===== config.mk =====
export PLATFORM = sky130hd
export DESIGN_NAME = tlic_ctrl
export DESIGN_NICKNAME = d
export VERILOG_FILES = /design/src/tlic_pkg.sv /design/src/tlic_resolve.sv /design/src/tlic_ctrl.sv
export SDC_FILE = /design/constraint.sdc
export NUM_CORES = 1
export LEC_CHECK = 0
export BUFFER_PORTS_ARGS = -buffer_cell sky130_fd_sc_hd__buf_2
export CAP_MARGIN = 20
export CORE_UTILIZATION = 49
export CTS_CLUSTER_DIAMETER = 100
export DETAILED_ROUTE_END_ITERATION = 8
export PLACE_DENSITY = 0.67
export SETUP_SLACK_MARGIN = 0.3
export SYNTH_ARGS = -nofsm -noshare
export SYNTH_HDL_FRONTEND = slang
export SYNTH_SLANG_ARGS = --single-unit

===== constraint.sdc =====
create_clock -name clk -period 3.9 [get_ports clk]
set_input_delay 0.78 -clock clk [delete_from_list [all_inputs] [get_ports clk]]
set_output_delay 0.78 -clock clk [all_outputs]
set_load 0.02 [all_outputs]

===== src/tlic_pkg.sv =====
// package: constants, types and helpers of the two-level interrupt control
package tlic_pkg;

  // ***************************************************************
  // sizes and reset values
  // ***************************************************************
  localparam int unsigned TLIC_NSRC = 16;
  localparam logic [15:0] TLIC_REQ_RST = 16'h0000;
  localparam logic [15:0] TLIC_MASK_RST = 16'hFFFF;
  localparam logic [15:0] TLIC_MODE_RST = 16'h0000;
  localparam logic [15:0] TLIC_PRIO_RST = 16'hFFFF;
  localparam logic [7:0] TLIC_NMST_RST = 8'h00;
  localparam logic [7:0] TLIC_PSW_RST = 8'h02;
  localparam logic [7:0] TLIC_EXT1_RST = 8'h00;
  localparam logic [7:0] TLIC_CONV_RST = 8'h00;

  // ***************************************************************
  // field positions
  // ***************************************************************
  localparam int unsigned TLIC_PSW_ISP_BIT = 1;
  localparam int unsigned TLIC_PSW_IE_BIT = 5;
  localparam int unsigned TLIC_NONMASKABLE_IN_SERVICE_BIT = 0;
  localparam int unsigned TLIC_SLOT4_SEL_LO_BIT = 4;
  localparam int unsigned TLIC_SLOT4_SEL_HI_BIT = 5;
  localparam int unsigned TLIC_CONV_PIN5_BIT = 0;
  localparam logic [3:0] TLIC_SLOT4_IDX = 4'h9;
  localparam logic [3:0] TLIC_SLOT5_IDX = 4'hA;
  localparam logic [1:0] TLIC_SLOT4_TIMER3 = 2'h3;

  // ***************************************************************
  // register access port
  // ***************************************************************
  typedef enum logic [2:0] {
    TLIC_RS_REQ = 3'h0,
    TLIC_RS_MASK = 3'h1,
    TLIC_RS_MODE = 3'h2,
    TLIC_RS_PRIO = 3'h3,
    TLIC_RS_NMST = 3'h4,
    TLIC_RS_PSW = 3'h5,
    TLIC_RS_EXT1 = 3'h6,
    TLIC_RS_CONV = 3'h7
  } tlic_reg_e;

  typedef enum logic [1:0] {
    TLIC_OP_WORD = 2'h0,
    TLIC_OP_LOW = 2'h1,
    TLIC_OP_HIGH = 2'h2,
    TLIC_OP_BIT = 2'h3
  } tlic_op_e;

  typedef struct packed {
    logic req;
    logic we;
    tlic_reg_e sel;
    tlic_op_e op;
    logic [3:0] bitsel;
    logic [15:0] wdata;
  } tlic_acc_s;

  typedef struct packed {
    logic valid;
    logic nmi;
    logic macro;
    logic [3:0] src;
  } tlic_grant_s;

  // ***************************************************************
  // helpers
  // ***************************************************************
  // lowest set bit wins: bit index is the fixed default rank
  function automatic logic [4:0] tlic_first(input logic [15:0] v);
    logic [4:0] r;
    r = 5'h00;
    for (int i = TLIC_NSRC - 1; i >= 0; i--)
    begin
      if (v[i])
      begin
        r = {1'b1, 4'(i)};
      end
    end
    return r;
  endfunction

  // word, byte or single-bit update of a register image
  function automatic logic [15:0] tlic_apply(input logic [15:0] old, input tlic_acc_s a);
    logic [15:0] r;
    r = old;
    case (a.op)
      TLIC_OP_WORD: r = a.wdata;
      TLIC_OP_LOW: r[7:0] = a.wdata[7:0];
      TLIC_OP_HIGH: r[15:8] = a.wdata[7:0];
      TLIC_OP_BIT: r[a.bitsel] = a.wdata[0];
      default: r = old;
    endcase
    return r;
  endfunction

endpackage


===== src/tlic_resolve.sv =====
// resolver: picks the one request to present to the core
`timescale 1ns/1ps
module tlic_resolve
  import tlic_pkg::*;
(
  input wire logic [15:0] req,
  input wire logic [15:0] mask,
  input wire logic [15:0] mode,
  input wire logic [15:0] prio,
  input wire logic ie,
  input wire logic in_service_priority,
  input wire logic nmi_pend,
  input wire logic nonmaskable_in_service,
  output tlic_pkg::tlic_grant_s grant
);

  logic [15:0] open_req;
  logic [15:0] macro_req;
  logic [15:0] vec_hi;
  logic [15:0] vec_lo;
  logic [4:0] pick_macro;
  logic [4:0] pick_hi;
  logic [4:0] pick_lo;

  // ***************************************************************
  // candidate sets
  // ***************************************************************
  assign open_req = req & ~mask;
  assign macro_req = open_req & mode;
  // global enable gates every vectored request
  assign vec_hi = (ie ? (open_req & ~mode & ~prio) : 16'h0000);
  // low group waits while a high-group service runs
  assign vec_lo = ((ie && in_service_priority) ? (open_req & ~mode & prio) : 16'h0000);

  assign pick_macro = tlic_first(macro_req);
  assign pick_hi = tlic_first(vec_hi);
  assign pick_lo = tlic_first(vec_lo);

  // ***************************************************************
  // precedence: nonmaskable, macro, high group, low group
  // ***************************************************************
  always_comb
  begin
    grant = '0;
    if (nmi_pend && !nonmaskable_in_service)
    begin
      grant.valid = 1'b1;
      grant.nmi = 1'b1;
    end
    else if (pick_macro[4])
    begin
      grant.valid = 1'b1;
      grant.macro = 1'b1;
      grant.src = pick_macro[3:0];
    end
    else if (pick_hi[4])
    begin
      grant.valid = 1'b1;
      grant.src = pick_hi[3:0];
    end
    else if (pick_lo[4])
    begin
      grant.valid = 1'b1;
      grant.src = pick_lo[3:0];
    end
    else
    begin
      grant = '0;
    end
  end

endmodule // tlic_resolve


===== src/tlic_ctrl.sv =====
// top: interrupt request flags, masks, modes, groups, status and grant
//
// Contract
// - a set mask flag refuses its source; clear lets it through
// - one global enable flag gates every maskable vectored request
// - same group pending together: best fixed default rank wins
// - macro service requests ignore group settings and global enable
// - shared slots pass only the selected source
// - two selection bits in external mode one pick pin 4 or timer-3
// - external mode one resets to zero, selecting pin 4
// - converter mode register picks pin 5 or conversion end
// - request, mask, mode, priority: 16-bit, word, byte or bit access
// - nonmaskable status and status word: 8-bit, byte or bit access
// - request flag sets on event, clears on vectored or macro acceptance
// - request flags clear on reset
// - mask flags all set on reset
// - mode flag 0 means vectored, 1 means macro service
// - macro count exhausted clears that source's mode flag
// - mode flags clear on reset
// - priority flag 0 high group, 1 low group
// - vectored acceptance copies the source's priority flag into in-service priority
// - nesting only while enabled; high service admits high group only
// - priority flags all set on reset
// - new nonmaskable request taken only while its status bit is 0
// - status bit sets on nonmaskable acceptance, clears on return
// - vectored acceptance clears enable; nonmaskable also clears in-service priority
// - low group refused while high-group service is active
// - refused nonmaskable stays pending; several collapse into one
// - pending disabled request is taken once enabled
`timescale 1ns/1ps
module tlic_ctrl
  import tlic_pkg::*;
(
  input wire logic clk,
  input wire logic rst,
  input tlic_pkg::tlic_acc_s acc,
  output logic [15:0] acc_rdata_ff,
  input wire logic [15:0] src_event,
  input wire logic external_pin4_request,
  input wire logic timer3_match_request,
  input wire logic external_pin5_request,
  input wire logic conversion_end_request,
  input wire logic nmi_request,
  input wire logic take,
  input wire logic macro_count_done,
  input wire logic [3:0] macro_done_src,
  input wire logic return_from_interrupt,
  output tlic_pkg::tlic_grant_s grant_ff,
  output logic [7:0] processor_status_word_ff,
  output logic nonmaskable_in_service_ff
);

  // ***************************************************************
  // register images
  // ***************************************************************
  logic [15:0] request_flags_ff;
  logic [15:0] request_masks_ff;
  logic [15:0] service_mode_select_ff;
  logic [15:0] priority_group_select_ff;
  logic [7:0] external_mode_one_ff;
  logic [7:0] converter_mode_register_ff;
  logic nmi_pend_ff;

  logic [15:0] nxt_request_flags;
  logic [15:0] nxt_service_mode_select;
  logic [7:0] nxt_psw;
  logic nxt_nonmaskable_in_service;
  logic nxt_nmi_pend;
  logic [15:0] event_vec;
  logic slot4_request;
  logic slot5_request;
  logic wr;
  logic take_vec;
  logic take_macro;
  logic take_nmi;
  tlic_grant_s nxt_grant;
  // 8-bit registers go through the 16-bit update helper; only the low byte is kept
  logic [15:0] ext1_img;
  logic [15:0] conv_img;
  logic [15:0] psw_img;
  logic [15:0] nmst_img;

  assign ext1_img = tlic_apply({8'h00, external_mode_one_ff}, acc);
  assign conv_img = tlic_apply({8'h00, converter_mode_register_ff}, acc);
  assign psw_img = tlic_apply({8'h00, processor_status_word_ff}, acc);
  assign nmst_img = tlic_apply({15'h0000, nonmaskable_in_service_ff}, acc);

  assign wr = acc.req && acc.we;
  // the core acts on the grant it last saw, one cycle old at most
  assign take_nmi = take && grant_ff.valid && grant_ff.nmi;
  assign take_macro = take && grant_ff.valid && !grant_ff.nmi && grant_ff.macro;
  assign take_vec = take && grant_ff.valid && !grant_ff.nmi && !grant_ff.macro;

  // ***************************************************************
  // shared slot selection
  // ***************************************************************
  always_comb
  begin
    if ({external_mode_one_ff[TLIC_SLOT4_SEL_HI_BIT],
         external_mode_one_ff[TLIC_SLOT4_SEL_LO_BIT]} == TLIC_SLOT4_TIMER3)
    begin
      slot4_request = timer3_match_request;
    end
    else
    begin
      slot4_request = external_pin4_request;
    end
    if (converter_mode_register_ff[TLIC_CONV_PIN5_BIT])
    begin
      slot5_request = external_pin5_request;
    end
    else
    begin
      slot5_request = conversion_end_request;
    end
    event_vec = src_event;
    event_vec[TLIC_SLOT4_IDX] = slot4_request;
    event_vec[TLIC_SLOT5_IDX] = slot5_request;
  end

  // ***************************************************************
  // request flags
  // ***************************************************************
  always_comb
  begin
    nxt_request_flags = request_flags_ff;
    if (wr && acc.sel == TLIC_RS_REQ)
    begin
      nxt_request_flags = tlic_apply(request_flags_ff, acc);
    end
    if (take_vec || take_macro)
    begin
      nxt_request_flags[grant_ff.src] = 1'b0;
    end
    // a new event beats any clear in the same cycle
    nxt_request_flags = nxt_request_flags | event_vec;
  end

  always_ff @(posedge clk)
  begin
    if (rst)
    begin
      request_flags_ff <= TLIC_REQ_RST;
    end
    else
    begin
      request_flags_ff <= nxt_request_flags;
    end
  end

  // ***************************************************************
  // mask and priority flags
  // ***************************************************************
  always_ff @(posedge clk)
  begin
    if (rst)
    begin
      request_masks_ff <= TLIC_MASK_RST;
    end
    else if (wr && acc.sel == TLIC_RS_MASK)
    begin
      request_masks_ff <= tlic_apply(request_masks_ff, acc);
    end
  end

  always_ff @(posedge clk)
  begin
    if (rst)
    begin
      priority_group_select_ff <= TLIC_PRIO_RST;
    end
    else if (wr && acc.sel == TLIC_RS_PRIO)
    begin
      priority_group_select_ff <= tlic_apply(priority_group_select_ff, acc);
    end
  end

  // ***************************************************************
  // service mode flags
  // ***************************************************************
  always_comb
  begin
    nxt_service_mode_select = service_mode_select_ff;
    if (wr && acc.sel == TLIC_RS_MODE)
    begin
      nxt_service_mode_select = tlic_apply(service_mode_select_ff, acc);
    end
    // hardware revert outranks a software write in the same cycle
    if (macro_count_done)
    begin
      nxt_service_mode_select[macro_done_src] = 1'b0;
    end
  end

  always_ff @(posedge clk)
  begin
    if (rst)
    begin
      service_mode_select_ff <= TLIC_MODE_RST;
    end
    else
    begin
      service_mode_select_ff <= nxt_service_mode_select;
    end
  end

  // ***************************************************************
  // source selection registers
  // ***************************************************************
  always_ff @(posedge clk)
  begin
    if (rst)
    begin
      external_mode_one_ff <= TLIC_EXT1_RST;
    end
    else if (wr && acc.sel == TLIC_RS_EXT1)
    begin
      external_mode_one_ff <= ext1_img[7:0];
    end
  end

  always_ff @(posedge clk)
  begin
    if (rst)
    begin
      converter_mode_register_ff <= TLIC_CONV_RST;
    end
    else if (wr && acc.sel == TLIC_RS_CONV)
    begin
      converter_mode_register_ff <= conv_img[7:0];
    end
  end

  // ***************************************************************
  // nonmaskable pending and status
  // ***************************************************************
  always_comb
  begin
    nxt_nmi_pend = nmi_pend_ff;
    if (take_nmi)
    begin
      nxt_nmi_pend = 1'b0;
    end
    // one pending bit, so repeats while refused merge into one
    if (nmi_request)
    begin
      nxt_nmi_pend = 1'b1;
    end
  end

  always_ff @(posedge clk)
  begin
    if (rst)
    begin
      nmi_pend_ff <= 1'b0;
    end
    else
    begin
      nmi_pend_ff <= nxt_nmi_pend;
    end
  end

  always_comb
  begin
    nxt_nonmaskable_in_service = nonmaskable_in_service_ff;
    if (wr && acc.sel == TLIC_RS_NMST)
    begin
      nxt_nonmaskable_in_service = nmst_img[TLIC_NONMASKABLE_IN_SERVICE_BIT];
    end
    if (return_from_interrupt)
    begin
      nxt_nonmaskable_in_service = 1'b0;
    end
    if (take_nmi)
    begin
      nxt_nonmaskable_in_service = 1'b1;
    end
  end

  always_ff @(posedge clk)
  begin
    if (rst)
    begin
      nonmaskable_in_service_ff <= TLIC_NMST_RST[TLIC_NONMASKABLE_IN_SERVICE_BIT];
    end
    else
    begin
      nonmaskable_in_service_ff <= nxt_nonmaskable_in_service;
    end
  end

  // ***************************************************************
  // status word
  // ***************************************************************
  always_comb
  begin
    nxt_psw = processor_status_word_ff;
    if (wr && acc.sel == TLIC_RS_PSW)
    begin
      nxt_psw = psw_img[7:0];
    end
    if (take_vec)
    begin
      nxt_psw[TLIC_PSW_IE_BIT] = 1'b0;
      nxt_psw[TLIC_PSW_ISP_BIT] = priority_group_select_ff[grant_ff.src];
    end
    if (take_nmi)
    begin
      nxt_psw[TLIC_PSW_IE_BIT] = 1'b0;
      nxt_psw[TLIC_PSW_ISP_BIT] = 1'b0;
    end
  end

  always_ff @(posedge clk)
  begin
    if (rst)
    begin
      processor_status_word_ff <= TLIC_PSW_RST;
    end
    else
    begin
      processor_status_word_ff <= nxt_psw;
    end
  end

  // ***************************************************************
  // grant resolution
  // ***************************************************************
  tlic_resolve u_resolve (
    .req(request_flags_ff),
    .mask(request_masks_ff),
    .mode(service_mode_select_ff),
    .prio(priority_group_select_ff),
    .ie(processor_status_word_ff[TLIC_PSW_IE_BIT]),
    .in_service_priority(processor_status_word_ff[TLIC_PSW_ISP_BIT]),
    .nmi_pend(nmi_pend_ff),
    .nonmaskable_in_service(nonmaskable_in_service_ff),
    .grant(nxt_grant)
  );

  // a taken grant is withdrawn at once so it is never taken twice
  always_ff @(posedge clk)
  begin
    if (rst)
    begin
      grant_ff <= '0;
    end
    else if (take && grant_ff.valid)
    begin
      grant_ff <= '0;
    end
    else
    begin
      grant_ff <= nxt_grant;
    end
  end

  // ***************************************************************
  // read port
  // ***************************************************************
  always_ff @(posedge clk)
  begin
    if (rst)
    begin
      acc_rdata_ff <= 16'h0000;
    end
    else if (acc.req && !acc.we)
    begin
      case (acc.sel)
        TLIC_RS_REQ: acc_rdata_ff <= request_flags_ff;
        TLIC_RS_MASK: acc_rdata_ff <= request_masks_ff;
        TLIC_RS_MODE: acc_rdata_ff <= service_mode_select_ff;
        TLIC_RS_PRIO: acc_rdata_ff <= priority_group_select_ff;
        TLIC_RS_NMST: acc_rdata_ff <= 16'(nonmaskable_in_service_ff) << TLIC_NONMASKABLE_IN_SERVICE_BIT;
        TLIC_RS_PSW: acc_rdata_ff <= {8'h00, processor_status_word_ff};
        TLIC_RS_EXT1: acc_rdata_ff <= {8'h00, external_mode_one_ff};
        TLIC_RS_CONV: acc_rdata_ff <= {8'h00, converter_mode_register_ff};
        default: acc_rdata_ff <= 16'h0000;
      endcase
    end
  end

endmodule // tlic_ctrl


Word level (Yosys, flattened, before mapping)

Cells that the tools add are included.

Register bits after elaboration: 113
Latch bits: 0
Memory bits (writable): 0
ROM bits: 0
Input port bits: 57
Output and inout bits: 32
Memories: 0

Add/sub/neg operators: 0
Multipliers: 0
Divide/modulo/power cells: 0
Magnitude comparators: 6
Eq/ne operators: 11
Shift operators: 0
Mux-type cells: 100
Bitwise gates (word level): 13
Reductions and logical operators: 47

Operators with widths:

| kind                                                               | count |
|---|---|
| 2-to-1 mux 5 bit                                                   | 49 |
| bitwise mux 16 bit                                                 | 8 |
| one-hot mux 16 bit (8 select lines)                                | 1 |
| bitwise AND 16 bit                                                 | 7 |
| one-hot mux 8 bit (2 select lines)                                 | 7 |
| 2-to-1 mux 16 bit                                                  | 6 |
| one-hot mux 8 bit (3 select lines)                                 | 4 |
| inverter 16 bit                                                    | 5 |
| logical AND 1 bit                                                  | 20 |
| AND reduction 2 bit                                                | 9 |
| 2-to-1 mux 1 bit                                                   | 16 |
| OR 16 bit                                                          | 1 |
| less-than comparator 4 x 5 -> 1 bit (second input constant)        | 3 |
| demux 1 bit (select 4 bit)                                         | 3 |
| == test 3 bit (second input constant)                              | 4 |
| greater-or-equal comparator 4 x 1 -> 1 bit (second input constant) | 3 |
| nonzero test 3 bit                                                 | 3 |
| 2-to-1 mux 4 bit                                                   | 2 |
| nonzero test 4 bit                                                 | 2 |
| == test 2 bit (second input constant)                              | 3 |
| == test 3 x 2 -> 1 bit (second input constant)                     | 2 |
| OR reduction 3 bit                                                 | 2 |
| binary-select mux 1 bit (select 4 bit)                             | 1 |
| logical NOT 1 bit                                                  | 4 |
| 9 further kinds                                                    | 12 |

Logic depth before layout (Yosys ltp)

Gate-level depths: netlist of run 1.

Depth after elaboration: 25
Mapped depth: 10

Hierarchy

From an unflattened synthesis of run 1, not the netlist that was laid out.

Cell total of the unflattened synthesis: 913
Area total of the unflattened synthesis: 7,464.7 um^2

Modules (own cells, without submodules):

| module       | times used | cells an instance | area each (um^2) | sequential area each (um^2) |
|---|---|---|---|---|
| tlic_ctrl    | 1          | 733               | 6,288.5          | 2,262.2 |
| tlic_resolve | 1          | 180               | 1,176.1          | 0.0 |

Worst setup path after synthesis of run 1

No wires, ideal clock.

Path kind: input to register
From: input port acc[22] (netlist bit)
To: register processor_status_word_ff[1]
Setup time: 0.126 ns
Arrival time: 2.269 ns
Required time: 3.774 ns
Setup slack: 1.505 ns
Cell stages on the path: 8
Path buffers: 1
Path through: buf_2 inv_1 nor2_1 nand3_1 nor2_1 mux2_2 a22oi_1 o21ai_1

Longest elaborated chain between the ends: 4

Ends and longest elaborated chain:

| item                          | line             | text |
|---|---|---|
| start: declaration            | tlic_ctrl.sv:36  | `input tlic_pkg::tlic_acc_s acc,` |
| == test 3 bit                 | tlic_ctrl.sv:298 | `if (wr && acc.sel == TLIC_RS_PSW)` |
| logical AND 1 bit             | tlic_ctrl.sv:298 |  |
| nonzero test 3 bit (no line)  | n/a              |  |
| AND reduction 2 bit (no line) | n/a              |  |
| end signal: assignment        | tlic_ctrl.sv:322 | `processor_status_word_ff <= nxt_psw;` |
| end: declaration              | tlic_ctrl.sv:49  | `output logic [7:0] processor_status_word_ff,` |

Every way passes these cells.
A chain may end at the register's enable or synchronous reset.

Final worst setup path of run 1

From: input port acc[21] (netlist bit)
To: register request_flags_ff[11]

Longest elaborated chain between the ends: 6
Elaborated cells on any way between the ends: 8
Those cells by class: 2 x eq/ne; 3 x mux; 2 x bitwise; 1 x reduce/logical

Ends and longest elaborated chain:

| item                                        | line             | text |
|---|---|---|
| == test 2 bit, or another cell as far along | tlic_pkg.sv:88   | `case (a.op)` |
| one-hot mux 8 bit (3 select lines) (*)      | tlic_pkg.sv:88   |  |
| 2-to-1 mux 16 bit (*)                       | tlic_ctrl.sv:127 | `if (wr && acc.sel == TLIC_RS_REQ)` |
| bitwise AND 16 bit (no line)                | n/a              |  |
| 2-to-1 mux 16 bit (*)                       | tlic_ctrl.sv:131 | `if (take_vec \|\| take_macro)` |
| OR 16 bit (*)                               | tlic_ctrl.sv:136 | `nxt_request_flags = nxt_request_flags \| event_vec;` |
| end signal: assignment                      | tlic_ctrl.sv:147 | `request_flags_ff <= nxt_request_flags;` |
| end: declaration                            | tlic_ctrl.sv:56  | `logic [15:0] request_flags_ff;` |

Every way passes the cells marked *; elsewhere a longest branch is shown, timed or not.

==> results of run 1 <==
==> synth_stat cells, drive strengths merged, types with 10 or more instances <==
cell type  count  area [µm²]
a211oi        12        90.1
a21oi         82         410
a221o         12         120
a22oi         28         210
a31oi         14        87.6
and2          10        62.6
and3          18         114
buf           24         126
clkbuf        37         139
dfxtp        113        2260
inv           16        60.1
mux2          12         135
mux2i         20         200
nand2        133         499
nand2b        13        81.3
nand3         31         160
nand3b        26         195
nor2         104         393
nor2b         19         119
nor3          32         175
nor3b         22         186
o211ai        17         133
o21ai         67         335
==> layer usage <==
| layer | routed length (µm) | vias up | global-route usage, % | share of wire [%] |
|---|---|---|---|---|
| met4 | 886 | 0 | 14.5 | 3.2 |
| li1 | - | 3772 | - | - |
| met2 | 11500 | 526 | 51.7 | 42 |
| met3 | 3460 | 68 | 10.7 | 13 |
| met5 | 0 | - | 0 | 0 |
| met1 | 11500 | 3879 | 48.7 | 42 |
==> registers in the layout (all words and copies together) (netlist names) <==
register	cells
external_mode_one_ff	8
processor_status_word_ff	8
request_masks_ff	16
converter_mode_register_ff	8
grant_ff	7
nmi_pend_ff	1
acc_rdata_ff	16
nonmaskable_in_service_ff	1
priority_group_select_ff	16
service_mode_select_ff	16
request_flags_ff	16
==> kinds of logic (layout without fill, tap and decap cells) <==
family | after synthesis | after routing
AO/OA/AOI/OAI | 302 | 302
flip-flops | 113 | 113
multiplexers | 40 | 40
AND/OR/NAND/NOR | 447 | 447
buffers and inverters | 78 | 152
==> through the flow <==
step,cells,instance area (µm²),setup WS (ps),utilization [%],total power [µW]
after floorplan,980,7370,1510,-,1490
after global placement,1209,7920,940,54.3,1630
after detailed placement,1209,7920,910,54.3,1630
after CTS,1238,8480,1340,58.1,3140
after global routing,1238,8480,1140,58.1,3230
final,1238,8480,1200,58.1,3140
==> layout make-up <==
class | count | area, µm² | share of cell area (%)
timing repair buffer | 106 | 581 | 6.85
sequential | 113 | 2260 | 26.7
tap | 184 | 230 | 2.72
inverter | 17 | 63.8 | 0.753
clock inverter | 6 | 82.6 | 0.974
multi-input combinational | 789 | 4780 | 56.4
clock buffer | 23 | 478 | 5.64
==> power by group through the flow <==
stage / Clock, µW / Sequential, µW / Combinational [µW]
final: 1520 / 1230 / 400
after global routing: 1580 / 1230 / 431
after CTS: 1530 / 1220 / 389
after detailed placement: 0 / 1250 / 388
after global placement: 0 / 1250 / 386
after floorplan: 0 / 1250 / 239
==> critical path: cells and delay by family <==
| kind | cells | cell delay, ps |
|---|---|---|
| AND/OR/NAND/NOR | 4 | 1210 |
| buffers and inverters | 1 | 390 |
| AO/OA/AOI/OAI | 3 | 670 |
==> layout by cell type (no fill, tap or decap), types with 13 or more instances in the layout <==
cell and instances:
and3_1 17, nor2_1 103, buf_4 20, o21ai_0 64
nor3_1 29, inv_1 16, mux2i_1 20, nor2b_1 19
a21oi_1 82, nand3_1 30, nand2_1 133, buf_2 86
clkbuf_16 17, dfxtp_1 113, nand3b_1 26, nand2b_1 13
o211ai_1 16, nor3b_1 19, a22oi_1 28, a31oi_1 14
==> worst min path at each step <==
stage,endpoint,cells after the start
final,acc_rdata_ff[7],2
after CTS,acc_rdata_ff[7],2
after detailed placement,acc_rdata_ff[1],2
after global placement,acc_rdata_ff[7],2
after global routing,acc_rdata_ff[6],2
after floorplan,nmi_pend_ff,2
==> metrics.log, run 1 <==
INFO  metric post_synth_instance_area = 7370 µm²
INFO  metric finalWirelength = 27400 µm
INFO  metric min_period_over_period = around 70%
INFO  metric postRouteAntennaNets = 0
INFO  metric max_slew_margin = roughly a third
INFO  metric share_seq_of_total_power = between 30 and 40%
INFO  metric clock_sinks = ~110
INFO  metric whs = between 400 and 500 ps
INFO  metric skew = 5.30 ps
INFO  metric die_width = around 120 µm
INFO  metric syn-num-nets = 1037
INFO  metric path_clk_slew = 50 ps
INFO  metric regToRegEndpoint = grant_ff[0]
INFO  metric area.growth.synth_to_final = 15.0%
INFO  metric rsz0062_at_grt = no
INFO  metric crit_path_frequent_cell = nor2_1
INFO  metric critical_path.endpoint_type = flip-flop
INFO  metric clock_insertion_delay_worst_skew = approximately 420 ps
INFO  metric place_congestion = between 0.9 and 1
INFO  metric ys_seq_elements = ~110
INFO  metric core_area = approximately 15000 µm²
INFO  metric detailedPlacementHpwl = ~20000 µm
INFO  metric number_of_unique_standard_cell_types_used_by_synthesis = slightly above 70
INFO  metric timing.final.hold_violations = 0
INFO  metric start_util = roughly 50%
INFO  metric critPathKind = in2reg
INFO  metric cp-startpoint = acc[21]
INFO  metric pwr-share-comb = 12.7%
INFO  metric clock_period_minus_worst_slack = roughly 2700 ps
INFO  metric setup_viol = 0
INFO  metric synth-edff-count = 0
INFO  metric net_sw_share = a little over a quarter
INFO  metric worst_hold_path_type = reg2reg
INFO  metric power.internal = 2300 µW
INFO  metric timing.critical_path.cells = buf_2, nand3_1, or2_0, o22ai_1, a22oi_1, a31oi_1, nor2_1, nor2_1
INFO  metric leakagePower = about 0.0033 µW
INFO  metric final_max_slew_viol_count = 0
INFO  metric cts_tree = built
INFO  metric cts-buffers-inserted = 17
INFO  metric drtIter0Drc = slightly above 1000
INFO  metric grt_pass1_vias = roughly 7500
INFO  metric power_frac_clock = between 40% and 50%
INFO  metric synth-warning-count = 0
INFO  metric worst_ep_required_time = about 4300 ps
INFO  metric detailedRoute.firstPassIterationCount = 6
INFO  metric synth-simple-area-share = a little under a third
INFO  metric worst_setup_path_endpoint = request_flags_ff[11]
INFO  metric cts_hold_repair.buffers = 0
INFO  metric cts_htree_levels = 4
INFO  metric critical_path.reg2reg.startpoint = processor_status_word_ff[1]
INFO  metric reg2reg_setup_slack = between 1000 and 1500 ps
INFO  metric critPathLaunchType = input pin
INFO  metric design.final.nets = 1101
INFO  metric grt_first_pass_wirelength = 42500 µm
INFO  metric netlist_instances = 980
INFO  metric routedWlPerCell = between 20 and 25 µm
INFO  metric max_freq = 370 MHz
INFO  metric initial_antenna_violation_count = 1
INFO  metric worstRegToRegCells = 7
INFO  metric grt_use_total = a little over a third
INFO  metric synth_top_family_by_area = simple AND/OR/NAND/NOR gates
INFO  metric pin_count_of_the_biggest_net_entering_global_routing = 91
INFO  metric drc_errors = 0
INFO  metric status = completed
INFO  metric port-buffer-count = between 80 and 90
INFO  metric power-per-cell-area = 371 nW/µm²
INFO  metric cts_buffer_depth = 2
INFO  metric cts_setup_buffers = 0
INFO  metric num_vias = just over 8000
INFO  metric timing.max_cap.violations = 0
INFO  metric clock_tree.root_cell = clkbuf_16
INFO  metric synth-xor-area-share = 0%
INFO  metric floorplan.rows = 44
INFO  metric cp_max_fo = 25
INFO  metric peakVddDrop = around 0.30 mV
INFO  metric worst_path_max_delay_cell = nand3_1
INFO  metric globalRouteOverflowTotal = 0
INFO  metric fp.dieArea = about 16000 µm²
INFO  metric postSynth.topFlopCell = dfxtp_1
INFO  metric synth_sequential_area_ratio = roughly 31%
INFO  metric n_antenna_cell = 0
INFO  metric net-switching-power = roughly 840 µW
INFO  metric worst-slew-pin-transition = 1000 ps
INFO  metric worst_path_largest_cell_delay = 570 ps
INFO  metric post_synthesis_adder_cell_area_fraction = 0%
INFO  metric final_layout_size_suffix_gt1_share = 16.2%
INFO  metric drt-vias-per-instance = about 6.7
INFO  metric synth.mux.area_fraction = under 10%
INFO  metric worst_ep_arrival_time = roughly 3100 ps
INFO  metric syn-mean-instance-area = 7.52 µm²
INFO  metric post_cts.resized_instances = 0
INFO  metric setup-tns-final = 0 ps
INFO  metric fill_cells = about 1400
INFO  metric asyncSetResetFlopFracSynth = 0%
INFO  metric synth-compound-area-share = 26.8%
INFO  metric io-pin-count = between 80 and 90
INFO  metric timing.hold.worst.start = acc_rdata_ff[7]
INFO  metric floorplan.die.height = ~120 µm
Note: power is estimated with default switching activity, not from simulation.
==> inputs of run 2 (changes only) <==
PLACE_DENSITY = 0.7   (was 0.67)
clock period = 2.3 ns   (was 3.9 ns; I/O delays follow)
==> run 2 against run 1 <==
Effect of this change: non-clock buffer count rose by 78; register-to-register slack got worse by 1300 ps; via count rose by 4.4%; sequential cell count did not move; first-iteration DRC count fell by 7.5%; wire length rose by 6.7%; combinational power rose by 93%; final area rose by 9.1%.
==> metrics.log, run 2 (synthesized netlist as in run 1, its figures left out) <==
INFO  metric pin_count_of_the_biggest_net_entering_global_routing = 91
INFO  metric met1_usage = 52.7%
INFO  metric worst_ep_required_time = 2650 ps
INFO  metric worst_ep_arrival_time = 2500 ps
INFO  metric cts_htree_levels = 4
INFO  metric worst-slew-pin-transition = slightly above 1000 ps
INFO  metric drtIter0Drc = 941
INFO  metric layout.cells.non_filler = approximately 1300
INFO  metric max_freq = about 460 MHz
INFO  metric initial_antenna_violation_count = 0
INFO  metric status = completed
INFO  metric placed_cells_incl_taps = 1279
INFO  metric routedWlPerCell = roughly 22 µm
INFO  metric leading_cell_type_in_the_layout_fill_and_taps_excluded = nand2_1
INFO  metric die_width = approximately 120 µm
INFO  metric fill_cells = around 1300
INFO  metric n_antenna_cell = 0
INFO  metric drc_errors = 0
INFO  metric met2_usage = 55.2%
INFO  metric drt-vias-per-instance = 6.53
INFO  metric setup_viol = 0
INFO  metric grt_first_pass_wirelength = 44700 µm
INFO  metric detailedPlacementHpwl = 22200 µm
INFO  metric critical_path.endpoint_type = flip-flop
INFO  metric cp_max_fo = 5
INFO  metric critPathKind = reg2reg
INFO  metric timing.max_cap.violations = 0
INFO  metric final_layout_size_suffix_gt1_share = between 20% and 30%
INFO  metric ff_latch_area = 2270 µm²
INFO  metric grt.busiest_layer = met2
INFO  metric port-buffer-count = 86
INFO  metric design.final.nets = around 1200
INFO  metric rsz0062_at_grt = yes
INFO  metric floorplan.rows = between 40 and 50
INFO  metric path_clk_slew = 50 ps
INFO  metric grt_use_total = 37.4%
INFO  metric power-per-cell-area = 609 nW/µm²
INFO  metric globalRouteOverflowTotal = 0
INFO  metric layout.cells.most_common_list = nand2_1, dfxtp_1, nor2_1
INFO  metric critPathLaunchType = flip-flop
INFO  metric cts-buffers-inserted = 17
INFO  metric start_util = 50.5%
INFO  metric final_max_slew_viol_count = 0
INFO  metric num_vias = 8609
INFO  metric grt_pass1_vias = ~7800
INFO  metric io-pin-count = between 80 and 90
INFO  metric worst_hold_path_type = in2reg
INFO  metric placed_cell_area = 8480 µm²
INFO  metric peakVddDrop = 0.483 mV
INFO  metric clock_insertion_delay_worst_skew = between 400 and 500 ps
INFO  metric min_period_over_period = roughly 94%
INFO  metric floorplan.die.height = roughly 120 µm
INFO  metric fin_ws = 149 ps
INFO  metric leakagePower = approximately 0.0037 µW
INFO  metric grt_util_met3 = 9.24%
INFO  metric skew = 4.61 ps
INFO  metric multi_input_comb_area = 4880 µm²
INFO  metric area.growth.synth_to_final = 25.5%
INFO  metric fp.dieArea = approximately 16000 µm²
INFO  metric postRouteAntennaNets = 0
INFO  metric stdcell_area = approximately 9300 µm²
INFO  metric detailedPlace.worstSlack = 81.1 ps
INFO  metric cts_tree = built
INFO  metric max_slew_margin = roughly a third
INFO  metric detailedRoute.firstPassIterationCount = 6
INFO  metric place_congestion = 0.992
INFO  metric setup-tns-final = 0 ps
INFO  metric clock_period_minus_worst_slack = approximately 2200 ps
INFO  metric cts_buffer_depth = 2
INFO  metric power = 5630 µW
INFO  metric timing.final.hold_violations = 0
INFO  metric clock_sinks = about 110
INFO  metric core_area = between 10000 and 15000 µm²
INFO  metric clock_tree.root_cell = clkbuf_16
INFO  metric finalWirelength = between 20000 and 30000 µm
==> run 2: changes by cell type in the layout (fill, tap and decap cells not counted), moves of 3 or more <==
cell | before | now
buf_4 | 20 | 96
nor3b_1 | 19 | 13
nor3b_2 | 2 | 7
dfxtp_1 | 113 | 110
==> run 2: per-layer routing <==
| metal | routed length (µm) | up-vias |
|---|---|---|
| met3 | 3740 | 81 |
| met2 | 12400 | 571 |
| li1 | - | 3921 |
| met4 | 904 | 0 |
| met5 | 0 | - |
| met1 | 12100 | 4036 |
==> run 2: per-stage QoR <==
step                hold slack, ps  util (%)
finish                         247      63.4
global placement               438      58.2
floorplan                      451         -
detailed placement             445      58.2
CTS                            238      62.7
global route                   273      63.4
==> run 2: worst paths after layout <==
check	startpoint	slack [ps]	to	cells past startpoint
max	request_masks_ff[6]	150	grant_ff[1]	7
min	src_event[4]	250	request_flags_ff[4]	3
max reg2reg	request_masks_ff[6]	150	grant_ff[1]	7
min reg2reg	acc_rdata_ff[1]	450	acc_rdata_ff[1]	2
==> run 2: timing repair <==
item	4_1_cts	5_1_grt
pin swaps	3	8
hold buffers	0	0
buffers inserted	2	6
setup endpoints to repair	5	7
gates resized for setup	8	13
==> run 2: final cells by class <==
cell class | instances | share of cell area, %
tap | 184 | 2.49
clock inverter | 10 | 1.72
timing repair buffer | 184 | 12.9
inverter | 17 | 0.690
multi-input combinational | 789 | 52.8
sequential | 113 | 24.5
clock buffer | 22 | 4.91
==> run 2: report_power, final <==
part           internal [µW]  switching, µW
Sequential              2010           51.1
Combinational            290            484
Clock                   1840            958
==> run 2: critical path: stages, from the launching register on <==
cell and delay, ps:
dfxtp_1 390, nand3b_1 280, nand4_1 260, nor2b_2 220, nand4_1 240, nand4b_1 280, or3_1 340, o211ai_2 80
